--- config.mk ---
export PLATFORM = sky130hd
export DESIGN_NAME = frbg_top
export DESIGN_NICKNAME = d
export VERILOG_FILES = /design/src/hw/frbg_pkg.sv /design/src/hw/frbg_top.sv
export VERILOG_INCLUDE_DIRS = /design/src /design/src/hw
export SDC_FILE = /design/constraint.sdc
export NUM_CORES = 1
export LEC_CHECK = 0
export ABC_CLOCK_PERIOD_IN_PS = 5900
export BUFFER_PORTS_ARGS = -buffer_cell sky130_fd_sc_hd__buf_2
export CAP_MARGIN = 25
export CORE_MARGIN = 3
export CORE_UTILIZATION = 31
export CTS_BUF_LIST = sky130_fd_sc_hd__clkbuf_8 sky130_fd_sc_hd__clkbuf_16
export DETAILED_ROUTE_END_ITERATION = 7
export PLACE_DENSITY = 0.41
export SLEW_MARGIN = 25
export SYNTH_ARGS = -nofsm -noshare
export SYNTH_HDL_FRONTEND = slang
export SYNTH_SLANG_ARGS = --single-unit
--- constraint.sdc ---
create_clock -name pclk -period 5.9 [get_ports pclk]
set_clock_uncertainty 0.1 [all_clocks]
set_input_delay 0.885 -clock pclk [delete_from_list [all_inputs] [get_ports pclk]]
set_output_delay 0.885 -clock pclk [all_outputs]
set_load 0.05 [all_outputs]
--- src/hw/frbg_cfg.svh ---
/*
 Offsets, field positions, reset values and counts of the fractional rate generator.
 Assumes inclusion by bare name from any file that needs them.
*/
`ifndef FRBG_CFG_SVH
`define FRBG_CFG_SVH

// ----------------------------------------------------------------
// Map: channel window and register word offsets
// ----------------------------------------------------------------
`define FRBG_NUM_CH 8
`define FRBG_CH_LSB 5
`define FRBG_MAP_TOP_LSB 8
`define FRBG_OFF_DIV_LOW 12'h000
`define FRBG_OFF_DIV_HIGH 12'h004
`define FRBG_OFF_DIV_FRAC 12'h008
`define FRBG_OFF_EIGHT_X 12'h00c
`define FRBG_OFF_FOUR_X 12'h010
`define FRBG_OFF_MODEM_CTRL 12'h014
`define FRBG_OFF_STATUS 12'h018

// ----------------------------------------------------------------
// Fields
// ----------------------------------------------------------------
`define FRBG_PRESCALE_BIT 7
`define FRBG_FRAC_W 4
`define FRBG_ST_MODE_LSB 0
`define FRBG_ST_EXT_BIT 4
`define FRBG_ST_ACC_LSB 8
`define FRBG_MODE_SET 8'hff
`define FRBG_MODE_CLR 8'h00

// ----------------------------------------------------------------
// Reset values
// ----------------------------------------------------------------
`define FRBG_RST_DIV_LOW 8'h01
`define FRBG_RST_DIV_HIGH 8'h00
`define FRBG_RST_DIV_FRAC 8'h00
`define FRBG_RST_MODE 8'h00
`define FRBG_RST_MODEM_CTRL 8'h00

// ----------------------------------------------------------------
// Counts
// ----------------------------------------------------------------
`define FRBG_PRESCALE_LAST 2'h3
`define FRBG_SMP16_LAST 4'hf
`define FRBG_SMP8_LAST 4'h7
`define FRBG_SMP4_LAST 4'h3
`define FRBG_DIV_ZERO_AS 17'h10000

`endif

--- src/hw/frbg_pkg.sv ---
/*
 Types shared by the fractional rate generator.
 Writes its encodings out as literals and does not use frbg_cfg.svh.
*/
package frbg_pkg;

   // ----------------------------------------------------------------
   // Sampling modes and register selectors
   // ----------------------------------------------------------------
   typedef enum logic [1:0] {
      FRBG_SMP16 = 2'b00,
      FRBG_SMP8 = 2'b01,
      FRBG_SMP4 = 2'b10,
      FRBG_SMPRSV = 2'b11
   } frbg_mode_e;

   typedef enum logic [2:0] {
      FRBG_R_DLOW = 3'b000,
      FRBG_R_DHIGH = 3'b001,
      FRBG_R_DFRAC = 3'b010,
      FRBG_R_EIGHT = 3'b011,
      FRBG_R_FOUR = 3'b100,
      FRBG_R_MCTRL = 3'b101,
      FRBG_R_STAT = 3'b110,
      FRBG_R_NONE = 3'b111
   } frbg_reg_e;

endpackage

--- src/hw/frbg_top.sv ---
/*
 Eight-channel fractional rate generator with an APB register slave.
 Assumes pclk is the reference clock and that the serial logic consumes the ticks.
*/
// The address map and the APB register port were left to the implementer.
// Function
// - Each channel has its own prescaler and rate generator for its transmitter and receiver.
// - The one reference clock drives all channel generators and the rest of the logic.
// - Modem-control bit 7 clear passes the reference clock, set divides it by four first.
// - The generator divides the prescaled clock by 1 up to 65536 and 15/16 in 1/16 steps.
// - The output is a 16x, 8x or 4x sampling tick used to shift and to sample bits.
// - Reset loads the low divisor byte with 0x01 and the high byte and fraction with 0x00.
// - The integer divisor is the high byte in bits 15:8 and the low byte in bits 7:0.
// - Only the low four fraction bits exist and give the fraction in sixteenths.
// - Two 8-bit mode registers pick 16x, 8x or 4x sampling, both set being reserved.
// - In 8x mode an odd non-zero fraction lets the bit time jitter by one sixteenth.
`timescale 1ns/1ps
`include "frbg_cfg.svh"

module frbg_top (
   // Clock and reset
   input wire logic pclk,
   input wire logic presetn,
   // APB slave
   input wire logic psel,
   input wire logic penable,
   input wire logic pwrite,
   input wire logic [11:0] paddr,
   input wire logic [31:0] pwdata,
   output logic [31:0] prdata,
   output logic pready,
   output logic pslverr,
   // Per-channel sampling and bit ticks
   output logic [7:0] sample_tick,
   output logic [7:0] bit_tick
);

   // ----------------------------------------------------------------
   // Decode helpers
   // ----------------------------------------------------------------
   // Only aligned words of a channel window decode; anything else is answered with an error.
   function automatic frbg_pkg::frbg_reg_e reg_sel(input logic [11:0] a);
      frbg_pkg::frbg_reg_e r;
      r = frbg_pkg::FRBG_R_NONE;
      if (a[11:`FRBG_MAP_TOP_LSB] == 4'h0) begin
         unique case ({7'h00, a[4:0]})
            `FRBG_OFF_DIV_LOW: r = frbg_pkg::FRBG_R_DLOW;
            `FRBG_OFF_DIV_HIGH: r = frbg_pkg::FRBG_R_DHIGH;
            `FRBG_OFF_DIV_FRAC: r = frbg_pkg::FRBG_R_DFRAC;
            `FRBG_OFF_EIGHT_X: r = frbg_pkg::FRBG_R_EIGHT;
            `FRBG_OFF_FOUR_X: r = frbg_pkg::FRBG_R_FOUR;
            `FRBG_OFF_MODEM_CTRL: r = frbg_pkg::FRBG_R_MCTRL;
            `FRBG_OFF_STATUS: r = frbg_pkg::FRBG_R_STAT;
            default: r = frbg_pkg::FRBG_R_NONE;
         endcase
      end
      return r;
   endfunction

   // A select that is neither all ones nor all zeros forces 16x sampling, whatever the other select holds.
   function automatic frbg_pkg::frbg_mode_e mode_of(input logic [7:0] e8,
                                                    input logic [7:0] e4);
      frbg_pkg::frbg_mode_e m;
      m = frbg_pkg::FRBG_SMP16;
      if (e8 == `FRBG_MODE_SET && e4 == `FRBG_MODE_SET) begin
         m = frbg_pkg::FRBG_SMPRSV;
      end else if (e8 == `FRBG_MODE_SET && e4 == `FRBG_MODE_CLR) begin
         m = frbg_pkg::FRBG_SMP8;
      end else if (e8 == `FRBG_MODE_CLR && e4 == `FRBG_MODE_SET) begin
         m = frbg_pkg::FRBG_SMP4;
      end
      return m;
   endfunction

   // ----------------------------------------------------------------
   // Register file, one set per channel
   // ----------------------------------------------------------------
   // Channel state lives in flip-flop arrays indexed by the channel field of the address.
   logic [7:0] dlow_q [8];
   logic [7:0] dlow_d [8];
   logic [7:0] dhigh_q [8];
   logic [7:0] dhigh_d [8];
   logic [3:0] dfrac_q [8];
   logic [3:0] dfrac_d [8];
   logic [7:0] eight_q [8];
   logic [7:0] eight_d [8];
   logic [7:0] four_q [8];
   logic [7:0] four_d [8];
   logic [7:0] mctrl_q [8];
   logic [7:0] mctrl_d [8];
   logic [31:0] stat_w [8];
   logic [31:0] prdata_q;
   logic [31:0] prdata_d;
   logic pready_q;
   logic pready_d;
   logic pslverr_q;
   logic pslverr_d;

   frbg_pkg::frbg_reg_e sel;
   logic [2:0] ch;
   logic setup;
   logic wr_go;

   assign sel = reg_sel(paddr);
   assign ch = paddr[`FRBG_CH_LSB +: 3];
   assign setup = psel && !penable;
   assign wr_go = psel && penable && pready_q && pwrite;

   // ----------------------------------------------------------------
   // Bus answer, registered one cycle after setup
   // ----------------------------------------------------------------
   always_comb begin
      prdata_d = prdata_q;
      pslverr_d = 1'b0;
      // Answer is prepared in the setup cycle so the access phase needs no wait.
      pready_d = setup;
      if (setup) begin
         pslverr_d = (sel == frbg_pkg::FRBG_R_NONE);
         unique case (sel)
            frbg_pkg::FRBG_R_DLOW: prdata_d = {24'h000000, dlow_q[ch]};
            frbg_pkg::FRBG_R_DHIGH: prdata_d = {24'h000000, dhigh_q[ch]};
            frbg_pkg::FRBG_R_DFRAC: prdata_d = {28'h0000000, dfrac_q[ch]};
            frbg_pkg::FRBG_R_EIGHT: prdata_d = {24'h000000, eight_q[ch]};
            frbg_pkg::FRBG_R_FOUR: prdata_d = {24'h000000, four_q[ch]};
            frbg_pkg::FRBG_R_MCTRL: prdata_d = {24'h000000, mctrl_q[ch]};
            frbg_pkg::FRBG_R_STAT: prdata_d = stat_w[ch];
            frbg_pkg::FRBG_R_NONE: prdata_d = 32'h00000000;
         endcase
      end
   end

   // ----------------------------------------------------------------
   // Register writes, taken at the access edge
   // ----------------------------------------------------------------
   always_comb begin
      for (int i = 0; i < `FRBG_NUM_CH; i++) begin
         dlow_d[i] = dlow_q[i];
         dhigh_d[i] = dhigh_q[i];
         dfrac_d[i] = dfrac_q[i];
         eight_d[i] = eight_q[i];
         four_d[i] = four_q[i];
         mctrl_d[i] = mctrl_q[i];
      end
      if (wr_go) begin
         unique case (sel)
            frbg_pkg::FRBG_R_DLOW: dlow_d[ch] = pwdata[7:0];
            frbg_pkg::FRBG_R_DHIGH: dhigh_d[ch] = pwdata[7:0];
            frbg_pkg::FRBG_R_DFRAC: dfrac_d[ch] = pwdata[3:0];
            frbg_pkg::FRBG_R_EIGHT: eight_d[ch] = pwdata[7:0];
            frbg_pkg::FRBG_R_FOUR: four_d[ch] = pwdata[7:0];
            frbg_pkg::FRBG_R_MCTRL: mctrl_d[ch] = pwdata[7:0];
            // Status is read-only, so a write to it, like one to a hole, changes nothing.
            frbg_pkg::FRBG_R_STAT: dlow_d[ch] = dlow_q[ch];
            frbg_pkg::FRBG_R_NONE: dlow_d[ch] = dlow_q[ch];
         endcase
      end
   end

   // ----------------------------------------------------------------
   // Register state
   // ----------------------------------------------------------------
   always_ff @(posedge pclk or negedge presetn) begin
      if (!presetn) begin
         for (int i = 0; i < `FRBG_NUM_CH; i++) begin
            dlow_q[i] <= `FRBG_RST_DIV_LOW;
            dhigh_q[i] <= `FRBG_RST_DIV_HIGH;
            dfrac_q[i] <= 4'(`FRBG_RST_DIV_FRAC);
            eight_q[i] <= `FRBG_RST_MODE;
            four_q[i] <= `FRBG_RST_MODE;
            mctrl_q[i] <= `FRBG_RST_MODEM_CTRL;
         end
         prdata_q <= 32'h00000000;
         pready_q <= 1'b0;
         pslverr_q <= 1'b0;
      end else begin
         for (int i = 0; i < `FRBG_NUM_CH; i++) begin
            dlow_q[i] <= dlow_d[i];
            dhigh_q[i] <= dhigh_d[i];
            dfrac_q[i] <= dfrac_d[i];
            eight_q[i] <= eight_d[i];
            four_q[i] <= four_d[i];
            mctrl_q[i] <= mctrl_d[i];
         end
         prdata_q <= prdata_d;
         pready_q <= pready_d;
         pslverr_q <= pslverr_d;
      end
   end

   // ----------------------------------------------------------------
   // Bus outputs, straight from their flip-flops
   // ----------------------------------------------------------------
   assign prdata = prdata_q;
   assign pready = pready_q;
   assign pslverr = pslverr_q;

   // ----------------------------------------------------------------
   // Channel generators, all on the one reference clock
   // ----------------------------------------------------------------
   for (genvar g = 0; g < `FRBG_NUM_CH; g++) begin : gen_ch
      logic [1:0] pre_q;
      logic [1:0] pre_d;
      logic [16:0] cnt_q;
      logic [16:0] cnt_d;
      logic [3:0] acc_q;
      logic [3:0] acc_d;
      logic ext_q;
      logic ext_d;
      logic tick_q;
      logic tick_d;
      logic [3:0] smp_q;
      logic [3:0] smp_d;
      logic bit_q;
      logic bit_d;
      logic pre_tick;
      logic [16:0] div_int;
      logic [16:0] last;
      logic [4:0] acc_sum;
      logic [3:0] smp_last;
      frbg_pkg::frbg_mode_e mode;

      assign mode = mode_of(eight_q[g], four_q[g]);
      // A zero integer acts as the largest divisor rather than stalling the channel.
      assign div_int = ({dhigh_q[g], dlow_q[g]} == 16'h0000) ? `FRBG_DIV_ZERO_AS
                       : {1'b0, dhigh_q[g], dlow_q[g]};
      // The carry of the previous period stretches this one by one prescaled clock.
      assign last = div_int - 17'h00001 + {16'h0000, ext_q};
      assign acc_sum = {1'b0, acc_q} + {1'b0, dfrac_q[g]};
      assign stat_w[g] = {20'h00000, acc_q, 3'b000, ext_q, 2'b00, mode};

      always_comb begin
         // The prescaler runs free, so changing its ratio mid-period bends that one period.
         pre_d = pre_q + 2'h1;
         pre_tick = mctrl_q[g][`FRBG_PRESCALE_BIT] ? (pre_q == `FRBG_PRESCALE_LAST)
                    : 1'b1;
         cnt_d = cnt_q;
         acc_d = acc_q;
         ext_d = ext_q;
         tick_d = 1'b0;
         if (pre_tick) begin
            // Greater-or-equal lets a shrunken divisor take effect without wrapping.
            if (cnt_q >= last) begin
               cnt_d = 17'h00000;
               tick_d = 1'b1;
               acc_d = acc_sum[3:0];
               ext_d = acc_sum[4];
            end else begin
               cnt_d = cnt_q + 17'h00001;
            end
         end
      end

      // ----------------------------------------------------------------
      // Sampling and bit counters
      // ----------------------------------------------------------------
      always_comb begin
         unique case (mode)
            frbg_pkg::FRBG_SMP8: smp_last = `FRBG_SMP8_LAST;
            frbg_pkg::FRBG_SMP4: smp_last = `FRBG_SMP4_LAST;
            frbg_pkg::FRBG_SMP16: smp_last = `FRBG_SMP16_LAST;
            frbg_pkg::FRBG_SMPRSV: smp_last = `FRBG_SMP16_LAST;
         endcase
         smp_d = smp_q;
         bit_d = 1'b0;
         // With 8 ticks a bit, an odd fraction leaves the bit one sixteenth long or short.
         if (tick_d) begin
            if (smp_q >= smp_last) begin
               smp_d = 4'h0;
               bit_d = 1'b1;
            end else begin
               smp_d = smp_q + 4'h1;
            end
         end
      end

      always_ff @(posedge pclk or negedge presetn) begin
         if (!presetn) begin
            pre_q <= 2'h0;
            cnt_q <= 17'h00000;
            acc_q <= 4'h0;
            ext_q <= 1'b0;
            tick_q <= 1'b0;
            smp_q <= 4'h0;
            bit_q <= 1'b0;
         end else begin
            pre_q <= pre_d;
            cnt_q <= cnt_d;
            acc_q <= acc_d;
            ext_q <= ext_d;
            tick_q <= tick_d;
            smp_q <= smp_d;
            bit_q <= bit_d;
         end
      end

      // Both ticks leave straight from flip-flops; at divisor 1 without prescale the sample tick is high in back-to-back cycles.
      assign sample_tick[g] = tick_q;
      assign bit_tick[g] = bit_q;
   end

endmodule

==> impl_metrics.json, run 1 <==
{
  "status": "finished clean",
  "die_h_um": 341,
  "max_slew.worst_pin.slew_ps": 1130,
  "gp_congestion": 0.896,
  "combPwrFrac_pct": 8.0,
  "synth-adder-area-share_pct": 8.83,
  "drc": 0,
  "clockRootBuffer": "clkbuf_16",
  "seq_power_share_pct": 44.6,
  "synth-seq-cells": 606,
  "rsz0062_at_grt": "no",
  "io_buffers": 54,
  "required_ps": 6310,
  "worstPathArrival_ps": 5660,
  "yosysSeqAreaShare_pct": 43.7,
  "hp-class": "input pin to async pin",
  "powerDensity_nw_per_um2": 258,
  "p_int_w": 0.00744,
  "clockBufferDepth": 3,
  "std_cell_rows": 122,
  "yosys.cell_types.count": 78,
  "syn_inst": 3290,
  "cp_max_fo": 19,
  "synth-edff-count": 0,
  "place_hpwl_um": 88000,
  "grt_pass1_wl_um": 179000,
  "clock_latency_ps": 660,
  "drive_above_1_share_pct": 19.4,
  "io_pins": 99,
  "slowest_delay_ps": 550,
  "async_flop_share_pct": 100,
  "p_sw_w": 0.00272,
  "synth_top_family_by_area": "simple AND/OR/NAND/NOR gates",
  "cts.sinks": 606,
  "grt_pass1_vias": 26900,
  "nets": 3645,
  "path_clk_slew_ps": 60,
  "worstPathCellList": "nor4_1, nor2b_1, nand3b_1, or4_1, nor4_1, xnor2_1, ha_1, nand4_1, nor4_1, a2111oi_0, o21bai_1, o21ai_0, buf_4, clkinvlp_4, o21ai_0, o21ai_0",
  "cts_inserted_buffers": 76,
  "cap_violations": 0,
  "whs_ps": 135,
  "avgSynthCellArea_um2": 10.5,
  "synth_compound_area_share_pct": 10.1,
  "post-route-period-util_pct": 89.0,
  "slew_headroom_pct": 24.4,
  "worstSetupPathType": "register to register",
  "routed_wl_um": 120000,
  "htree_levels": 3,
  "startpoint_type": "register",
  "cts_tree": "done",
  "ant_nets": 0,
  "slew_violations": 0,
  "worst_setup_path_end_kind": "register",
  "syn_area_um2": 34700,
  "gr-usage-all-layers_pct": 20.5,
  "drt_iter0_drc": 1988,
  "wire_per_inst_um": 24.5,
  "yosys_warnings": 0,
  "cts_setup_buffers": 0,
  "swShare_pct": 26.8,
  "synth-main-ff-cell": "dfrtp_1",
  "tns_ps": 0,
  "cp_top_family": "simple AND/OR/NAND/NOR gates",
  "clkPwrFrac_pct": 47.5,
  "critPathBufInv": 2,
  "die_width_um": 341,
  "dieArea_um2": 116000,
  "dr.pass1.iters": 5,
  "synth_simple_gate_area_share_pct": 15.2,
  "routed_via_density": 5.43,
  "hold_violations": 0,
  "grt_max_degree": 144,
  "grt_antenna_before_repair": 2,
  "core-area_um2": 111000,
  "cpMaxStageDelayCell": "a2111oi_0",
  "cellLeakagePower_nw": 19.5,
  "synth_xor_xnor_area_share_pct": 5.73,
  "period_needed_ps": 5250,
  "ir_worst_vdd_v": 0.000173,
  "timing.fmax_ghz": 0.190,
  "syn_to_final_growth_pct": 13.4,
  "muxShareOfSynthArea_pct": 13.1,
  "start_util_pct": 31.3,
  "setup_violations": 0,
  "grt_overflow": 0,
  "via_count": 26600
}
## through the flow
| step | setup slack [ps] | total power (W) | cell area [µm²] | util (%) | cells |
|---|---|---|---|---|---|
| final | 649 | 0.0102 | 39300 | 35.5 | 4904 |
| after global routing | 274 | 0.0106 | 39300 | 35.5 | 4902 |
| after CTS | 448 | 0.0103 | 39300 | 35.5 | 4901 |
| after detailed placement | 481 | 0.00541 | 36700 | 33.2 | 4765 |
| after global placement | 524 | 0.00538 | 36700 | 33.1 | 4765 |
| after floorplan | 1930 | 0.00502 | 34800 | - | 3309 |
## layout by cell type, fill, tap and decap left out, types with 16 or more instances in the layout
cell type / synthesis / layout
dfrtp_1: 598 / 598
mux2_2: 357 / 357
nor2_1: 241 / 239
ha_1: 232 / 232
nand2_1: 203 / 203
xnor2_1: 124 / 124
inv_1: 104 / 121
o22ai_1: 115 / 115
o21ai_0: 113 / 111
xor2_1: 103 / 103
nand3_1: 100 / 99
a21oi_1: 98 / 98
nand4_1: 84 / 84
nor4_1: 82 / 82
clkbuf_16: 0 / 79
nor3_1: 68 / 67
buf_4: 37 / 61
buf_2: 21 / 53
a21o_1: 50 / 50
nor2b_1: 35 / 35
and3_1: 32 / 32
a22oi_1: 32 / 32
or4_1: 29 / 29
nand2b_1: 29 / 29
or3_1: 26 / 26
o221ai_1: 24 / 24
mux2_1: 23 / 23
conb_1: 1 / 20
nor2_4: 17 / 17
mux2i_1: 16 / 16
## state kept, by name, indices dropped and copies added, names as in the netlist, 8 cells and up
signal and cells:
dfrac_q 32, gen_ch.pre_q 16, dlow_q 64, four_q 64, dhigh_q 64, gen_ch.tick_q 8, gen_ch.smp_q 32, gen_ch.cnt_q 136
mctrl_q 64, eight_q 64, prdata 12, gen_ch.bit_q 8, gen_ch.acc_q 32, gen_ch.ext_q 8
## path summary, 6_finish.rpt
path / startpoint / end / slack (ps) / depth (start not counted)
max: dlow_q[19] / gen_ch[5].ext_q / 650 / 16
min: presetn / gen_ch[0].tick_q / 130 / 1
max reg2reg: dlow_q[19] / gen_ch[5].ext_q / 650 / 16
min reg2reg: gen_ch[0].pre_q[0] / gen_ch[0].pre_q[0] / 320 / 1
max in group asynchronous: presetn / eight_q[52] / 4130 / 2
min in group pclk: gen_ch[0].pre_q[0] / gen_ch[0].pre_q[0] / 320 / 1
## what timing repair did
item	CTS	global route
gates resized for setup	0	1
endpoints found under the setup margin	0	1
hold buffers	0	0
## power groups by stage
stage	Sequential [W]	Combinational, W	Clock [W]
floorplan	0.00454	0.000480	0
global placement	0.00460	0.000779	0
detailed placement	0.00460	0.000805	0
CTS	0.00453	0.000810	0.00496
global route	0.00456	0.000900	0.00513
finish	0.00453	0.000808	0.00482
## final cells by class
type,instances,area [µm²]
diodes,2,5.00
repair buffers,121,866
inverters,108,409
fillers,11100,71500
flip-flops and latches,606,15200
multi-input cells,2443,18500
well taps,1488,1860
clock buffers,91,2140
clock inverters,45,433
## metal layers
layer	share of wire, %	global-route usage [%]	wire [µm]	vias to the layer above
met2	46	33.0	55200	727
met4	3.2	6.62	3890	0
met3	4.3	2.46	5170	195
li1	-	-	-	12100
met1	46	28.8	55700	13600
met5	0	0	0	-
## cell usage after synthesis, drive strengths merged, types with 16 or more instances
library cell	instances	area (µm²)
a21o	50	375
a22oi	32	240
mux2	380	4280
o22ai	115	719
buf	67	424
nor2b	35	219
or4	30	229
or3	26	163
and3	32	200
nor3	70	367
a21oi	98	490
o221ai	24	210
inv	105	394
nand2	212	818
xor2	103	902
xnor2	124	1090
mux2i	16	160
clkbuf	85	319
nand4	84	526
nand2b	29	181
dfrtp	598	15000
nand3	100	500
nor4	82	513
o21ai	115	576
nor2	264	1190
ha	232	2900
## logic make-up after synthesis
logic type	Yosys count
other	1
buffers and inverters	260
flip-flops	606
multiplexers	400
AO/OA/AOI/OAI	542
AND/OR/NAND/NOR	1014
XOR/XNOR	227
adder cells (fa/ha/maj)	240
Note: power is estimated with default switching activity, not from simulation.
==> inputs of run 2 (changes only) <==
CORE_UTILIZATION = 50   (was 31)
PLACE_DENSITY = 0.62   (was 0.41)
==> impl_metrics.json, run 2 (synthesized netlist as in run 1, its figures left out) <==
{
  "status": "finished clean",
  "startpoint_type": "register",
  "io_pins": 99,
  "ant_nets": 0,
  "drive_above_1_share_pct": 18.9,
  "grt_max_degree": 137,
  "max_slew.worst_pin.slew_ps": 1070,
  "htree_levels": 3,
  "clockBufferDepth": 3,
  "holdBufCountCts": 0,
  "cp_max_fo": 19,
  "io_buffers": 54,
  "worst_slack_ps": 532,
  "cellLeakagePower_nw": 19.3,
  "clockRootBuffer": "clkbuf_16",
  "place_hpwl_um": 76900,
  "drc": 0,
  "die_width_um": 269,
  "timing.fmax_ghz": 0.186,
  "fill_cells": 5953,
  "dieArea_um2": 72600,
  "syn_to_final_growth_pct": 10.4,
  "final_common_cell": "dfrtp_1",
  "gp_congestion": 0.975,
  "cts_tree": "done",
  "cap_violations": 0,
  "gr-usage-all-layers_pct": 28.8,
  "top_register": "gen_ch.cnt_q",
  "path_clk_slew_ps": 60,
  "ir_worst_vdd_v": 0.000225,
  "dr.pass1.iters": 5,
  "hold_violations": 0,
  "wire_per_inst_um": 24.6,
  "grt_overflow": 0,
  "rsz0062_at_grt": "no",
  "grt_pass1_vias": 27100,
  "die_h_um": 269,
  "slew_violations": 0,
  "worst_setup_path_end_kind": "register",
  "cts.sinks": 606,
  "routed_wl_um": 106000,
  "grt_pass1_wl_um": 163000,
  "drt_iter0_drc": 2451,
  "nets": 3618,
  "start_util_pct": 51.0,
  "required_ps": 6280,
  "via_count": 26900,
  "hp-class": "input pin to async pin",
  "routed_via_density": 6.25,
  "final_cell_mix": "598 x dfrtp_1, 357 x mux2_2, 240 x nor2_1",
  "post-route-period-util_pct": 91.0,
  "cts_inserted_buffers": 70,
  "slew_headroom_pct": 27.9,
  "std_cell_rows": 95,
  "worstSetupPathType": "register to register",
  "tns_ps": 0,
  "setup_violations": 0,
  "powerDensity_nw_per_um2": 256,
  "clock_latency_ps": 630,
  "place_ws_ps": 687,
  "period_needed_ps": 5370,
  "cts_resized": 0,
  "largest_reg_flops": 136,
  "core-area_um2": 68000,
  "grt_antenna_before_repair": 5,
  "cts_setup_buffers": 0,
  "worstPathArrival_ps": 5750
}
run 2: changes by cell type in the layout (fill, tap and decap cells not counted), sizes merged:
cell      previous run  this run
clkinv              19        21
clkbuf              91        89
diode                2         1
inv                125       115
bufinv               6         5
buf                121       100
clkinvlp             3         6
run 2: where the power goes:
part / internal (W) / switching (W) / total, W
Clock: 0.00268 / 0.00183 / 0.00452
Sequential: 0.00430 / 0.000226 / 0.00452
Combinational: 0.000271 / 0.000510 / 0.000781
Total: 0.00725 / 0.00257 / 0.00982
run 2: cell type report:
cell class,instances,area (µm²),share of cell area [%]
sequential,606,15200,39.6
clock buffer,89,2050,5.35
multi-input combinational,2443,18500,48.2
tap,921,1150,3.01
timing repair buffer,100,698,1.82
antenna,1,2.50,0.00654
inverter,108,405,1.06
clock inverter,39,359,0.938
run 2: through the flow:
stage | hold WS (ps) | instance area [µm²] | util, % | power [W] | std cells
global route | 246 | 38300 | 56.3 | 0.0102 | 4307
global placement | 312 | 35900 | 52.8 | 0.00532 | 4177
detailed placement | 317 | 35900 | 52.8 | 0.00536 | 4178
CTS | 204 | 38300 | 56.3 | 0.00989 | 4306
finish | 200 | 38300 | 56.3 | 0.00982 | 4307
floorplan | 301 | 34800 | - | 0.00502 | 3309
run 2: critical path, cell delays in order, from the launching register on:
cell       delay [ps]
dfrtp_1           480
nor4_1            370
nor2b_1           270
nand3b_1          170
or4_1             460
nor4_1            270
xnor2_1           180
ha_1              280
nand4_1            90
nor4_1             50
a2111oi_0         550
o21bai_1          200
o21ai_0           440
buf_4             260
clkinv_1          480
o21ai_0           410
o21ai_0           160
run 2: worst paths after layout:
path / start / end / slack, ps / cells past startpoint
max: dlow_q[19] / gen_ch[5].ext_q / 530 / 16
min: presetn / gen_ch[0].cnt_q[6] / 200 / 1
max reg2reg: dlow_q[19] / gen_ch[5].ext_q / 530 / 16
min reg2reg: gen_ch[4].pre_q[0] / gen_ch[4].pre_q[0] / 320 / 1
max in group asynchronous: presetn / four_q[8] / 4170 / 2
min in group pclk: gen_ch[4].pre_q[0] / gen_ch[4].pre_q[0] / 320 / 1
run 2: layer usage:
layer | up-vias | wire [µm] | part of all wire (%) | GRT usage (%)
li1 | 12100 | - | - | -
met1 | 13500 | 45200 | 43 | 39.3
met2 | 1057 | 48400 | 46 | 46.0
met3 | 255 | 7800 | 7.4 | 4.95
met4 | 4 | 4530 | 4.3 | 11.3
met5 | - | 18 | 0.017 | 0
==> inputs of run 3 (changes only) <==
--- a/config.mk
+++ b/config.mk
@@ -8,11 +8,11 @@
 export LEC_CHECK = 0
 export ABC_CLOCK_PERIOD_IN_PS = 5900
-export BUFFER_PORTS_ARGS = -buffer_cell sky130_fd_sc_hd__buf_2
 export CAP_MARGIN = 25
 export CORE_MARGIN = 3
-export CORE_UTILIZATION = 50
+export CORE_UTILIZATION = 45
 export CTS_BUF_LIST = sky130_fd_sc_hd__clkbuf_8 sky130_fd_sc_hd__clkbuf_16
 export DETAILED_ROUTE_END_ITERATION = 7
-export PLACE_DENSITY = 0.62
+export DONT_BUFFER_PORTS = 1
+export PLACE_DENSITY = 0.56
 export SLEW_MARGIN = 25
 export SYNTH_ARGS = -nofsm -noshare
--- a/constraint.sdc
+++ b/constraint.sdc
@@ -3,3 +3,3 @@
 set_input_delay 0.885 -clock pclk [delete_from_list [all_inputs] [get_ports pclk]]
 set_output_delay 0.885 -clock pclk [all_outputs]
-set_load 0.05 [all_outputs]
+set_load 0.005 [all_outputs]
==> impl_metrics.json, run 3 (synthesized netlist as in run 1, its figures left out) <==
{
  "status": "finished clean",
  "htree_levels": 3,
  "dr.pass1.iters": 5,
  "worst_setup_path_end_kind": "register",
  "worstPathArrival_ps": 5190,
  "post-route-period-util_pct": 81.3,
  "grt_antenna_before_repair": 7,
  "via_count": 26800,
  "routed_via_density": 6.14,
  "worstSetupPathType": "register to register",
  "tns_ps": 0,
  "cap_violations": 0,
  "startpoint_type": "register",
  "top_register": "gen_ch.cnt_q",
  "timing.fmax_ghz": 0.208,
  "hp-class": "input pin to async pin",
  "largest_reg_flops": 136,
  "regArea_um2": 15200,
  "multi_input_area_um2": 18500,
  "clockBufferDepth": 3,
  "period_needed_ps": 4800,
  "gr-usage-all-layers_pct": 26.8,
  "core-area_um2": 76200,
  "io_buffers": 0,
  "wire_per_inst_um": 25.0,
  "drt_iter0_drc": 2253,
  "ant_nets": 0,
  "die_width_um": 284,
  "required_ps": 6290,
  "cellLeakagePower_nw": 19.1,
  "powerDensity_nw_per_um2": 256,
  "routed_wl_um": 109000,
  "final_common_cell": "dfrtp_1",
  "grt_max_degree": 607,
  "grt_overflow": 0,
  "power_w": 0.00978,
  "clock_latency_ps": 630,
  "hold_violations": 0,
  "gp_congestion": 0.916,
  "fill_cells": 6900,
  "cts_tree": "done",
  "drc": 0,
  "stdcell_count": 4357,
  "dp_cells": 4218,
  "path_clk_slew_ps": 60,
  "ir_worst_vdd_v": 0.000223,
  "dieArea_um2": 80500,
  "die_h_um": 284,
  "cts_setup_buffers": 0,
  "clockRootBuffer": "clkbuf_16",
  "cp_max_fo": 16,
  "grt_pass1_wl_um": 166000,
  "slew_violations": 0,
  "setup_violations": 0,
  "slew_headroom_pct": 24.6,
  "nets": 3556,
  "max_slew.worst_pin.slew_ps": 1120,
  "cts.sinks": 606,
  "place_hpwl_um": 77700,
  "grt_pass1_vias": 26800,
  "drive_above_1_share_pct": 17.0,
  "std_cell_rows": 101,
  "io_pins": 99,
  "start_util_pct": 45.5,
  "rsz0062_at_grt": "no",
  "final_cell_mix": "598 x dfrtp_1, 357 x mux2_2, 239 x nor2_1",
  "syn_to_final_growth_pct": 9.92,
  "cts_inserted_buffers": 72
}
[run 3: changes by cell type in the layout (fill, tap and decap cells not counted), moves of 3 or more]
cell,change
buf_2,-54
inv_1,+15
clkinv_2,-11
buf_4,-9
buf_12,-5
buf_16,+4
clkbuf_8,-4
clkinvlp_4,-4
bufinv_16,+3
diode_2,+3
inv_6,+3
[run 3: through the flow]
| stage | util (%) | hold WS, ps | area (µm²) | setup slack, ps |
|---|---|---|---|---|
| after floorplan | - | 301 | 34800 | 1930 |
| after global placement | 46.7 | 312 | 35600 | 1320 |
| after detailed placement | 46.7 | 315 | 35600 | 1210 |
| after CTS | 49.9 | -103 | 38000 | 1160 |
| after global routing | 50.0 | 257 | 38100 | 808 |
| final | 50.0 | 188 | 38100 | 1100 |
[run 3: cell type report]
| cell class | instances | area share (%) |
|---|---|---|
| Sequential cell | 606 | 39.8 |
| Tap cell | 1030 | 3.38 |
| Multi-Input combinational cell | 2443 | 48.4 |
| Inverter | 108 | 1.06 |
| Antenna cell | 4 | 0.0262 |
| Clock inverter | 46 | 1.21 |
| Clock buffer | 84 | 5.16 |
| Timing Repair Buffer | 36 | 0.958 |
[run 3: where the power goes]
group | internal, W | switching, W
Clock | 0.00274 | 0.00187
Combinational | 0.000259 | 0.000384
Sequential | 0.00430 | 0.000235
Total | 0.00730 | 0.00249
[run 3: worst paths after layout]
kind | endpoint | slack [ps] | start | depth (start not counted)
max | gen_ch[5].smp_q[2] | 1100 | dlow_q[19] | 17
min | gen_ch[7].tick_q | 190 | presetn | 1
max in group asynchronous | four_q[46] | 3510 | presetn | 3
min in group pclk | four_q[21] | 290 | pwdata[5] | 1
min reg2reg | gen_ch[0].pre_q[0] | 320 | gen_ch[0].pre_q[0] | 1
max reg2reg | gen_ch[5].smp_q[2] | 1100 | dlow_q[19] | 17
[run 3: metal layers]
layer | vias to the layer above | share of wire, % | GRT usage (%)
met2 | 938 | 45 | 42.2
met5 | - | 0.010 | 0
li1 | 12000 | - | -
met1 | 13600 | 43 | 36.2
met3 | 266 | 7.1 | 5.50
met4 | 2 | 4.4 | 10.7
[run 3: what timing repair did]
action                                  in CTS  in global routing
endpoints found under the setup margin       0                  0
gates resized for setup                      0                  0
endpoints found under the hold margin      598                  1
[run 3: critical path, cell delays in order, from the launching register on]
cell and delay [ps]:
dfrtp_1 520, nor4_1 440, nor2b_1 270, nand3b_1 180, or4_1 460, nor4_1 270
xnor2_1 190, ha_1 290, nand4_1 90, nor4_1 50, a2111oi_0 510, o21bai_1 200
o21ai_1 170, buf_4 250, clkinv_1 220, buf_4 260, nand2_1 100, o21ai_0 70
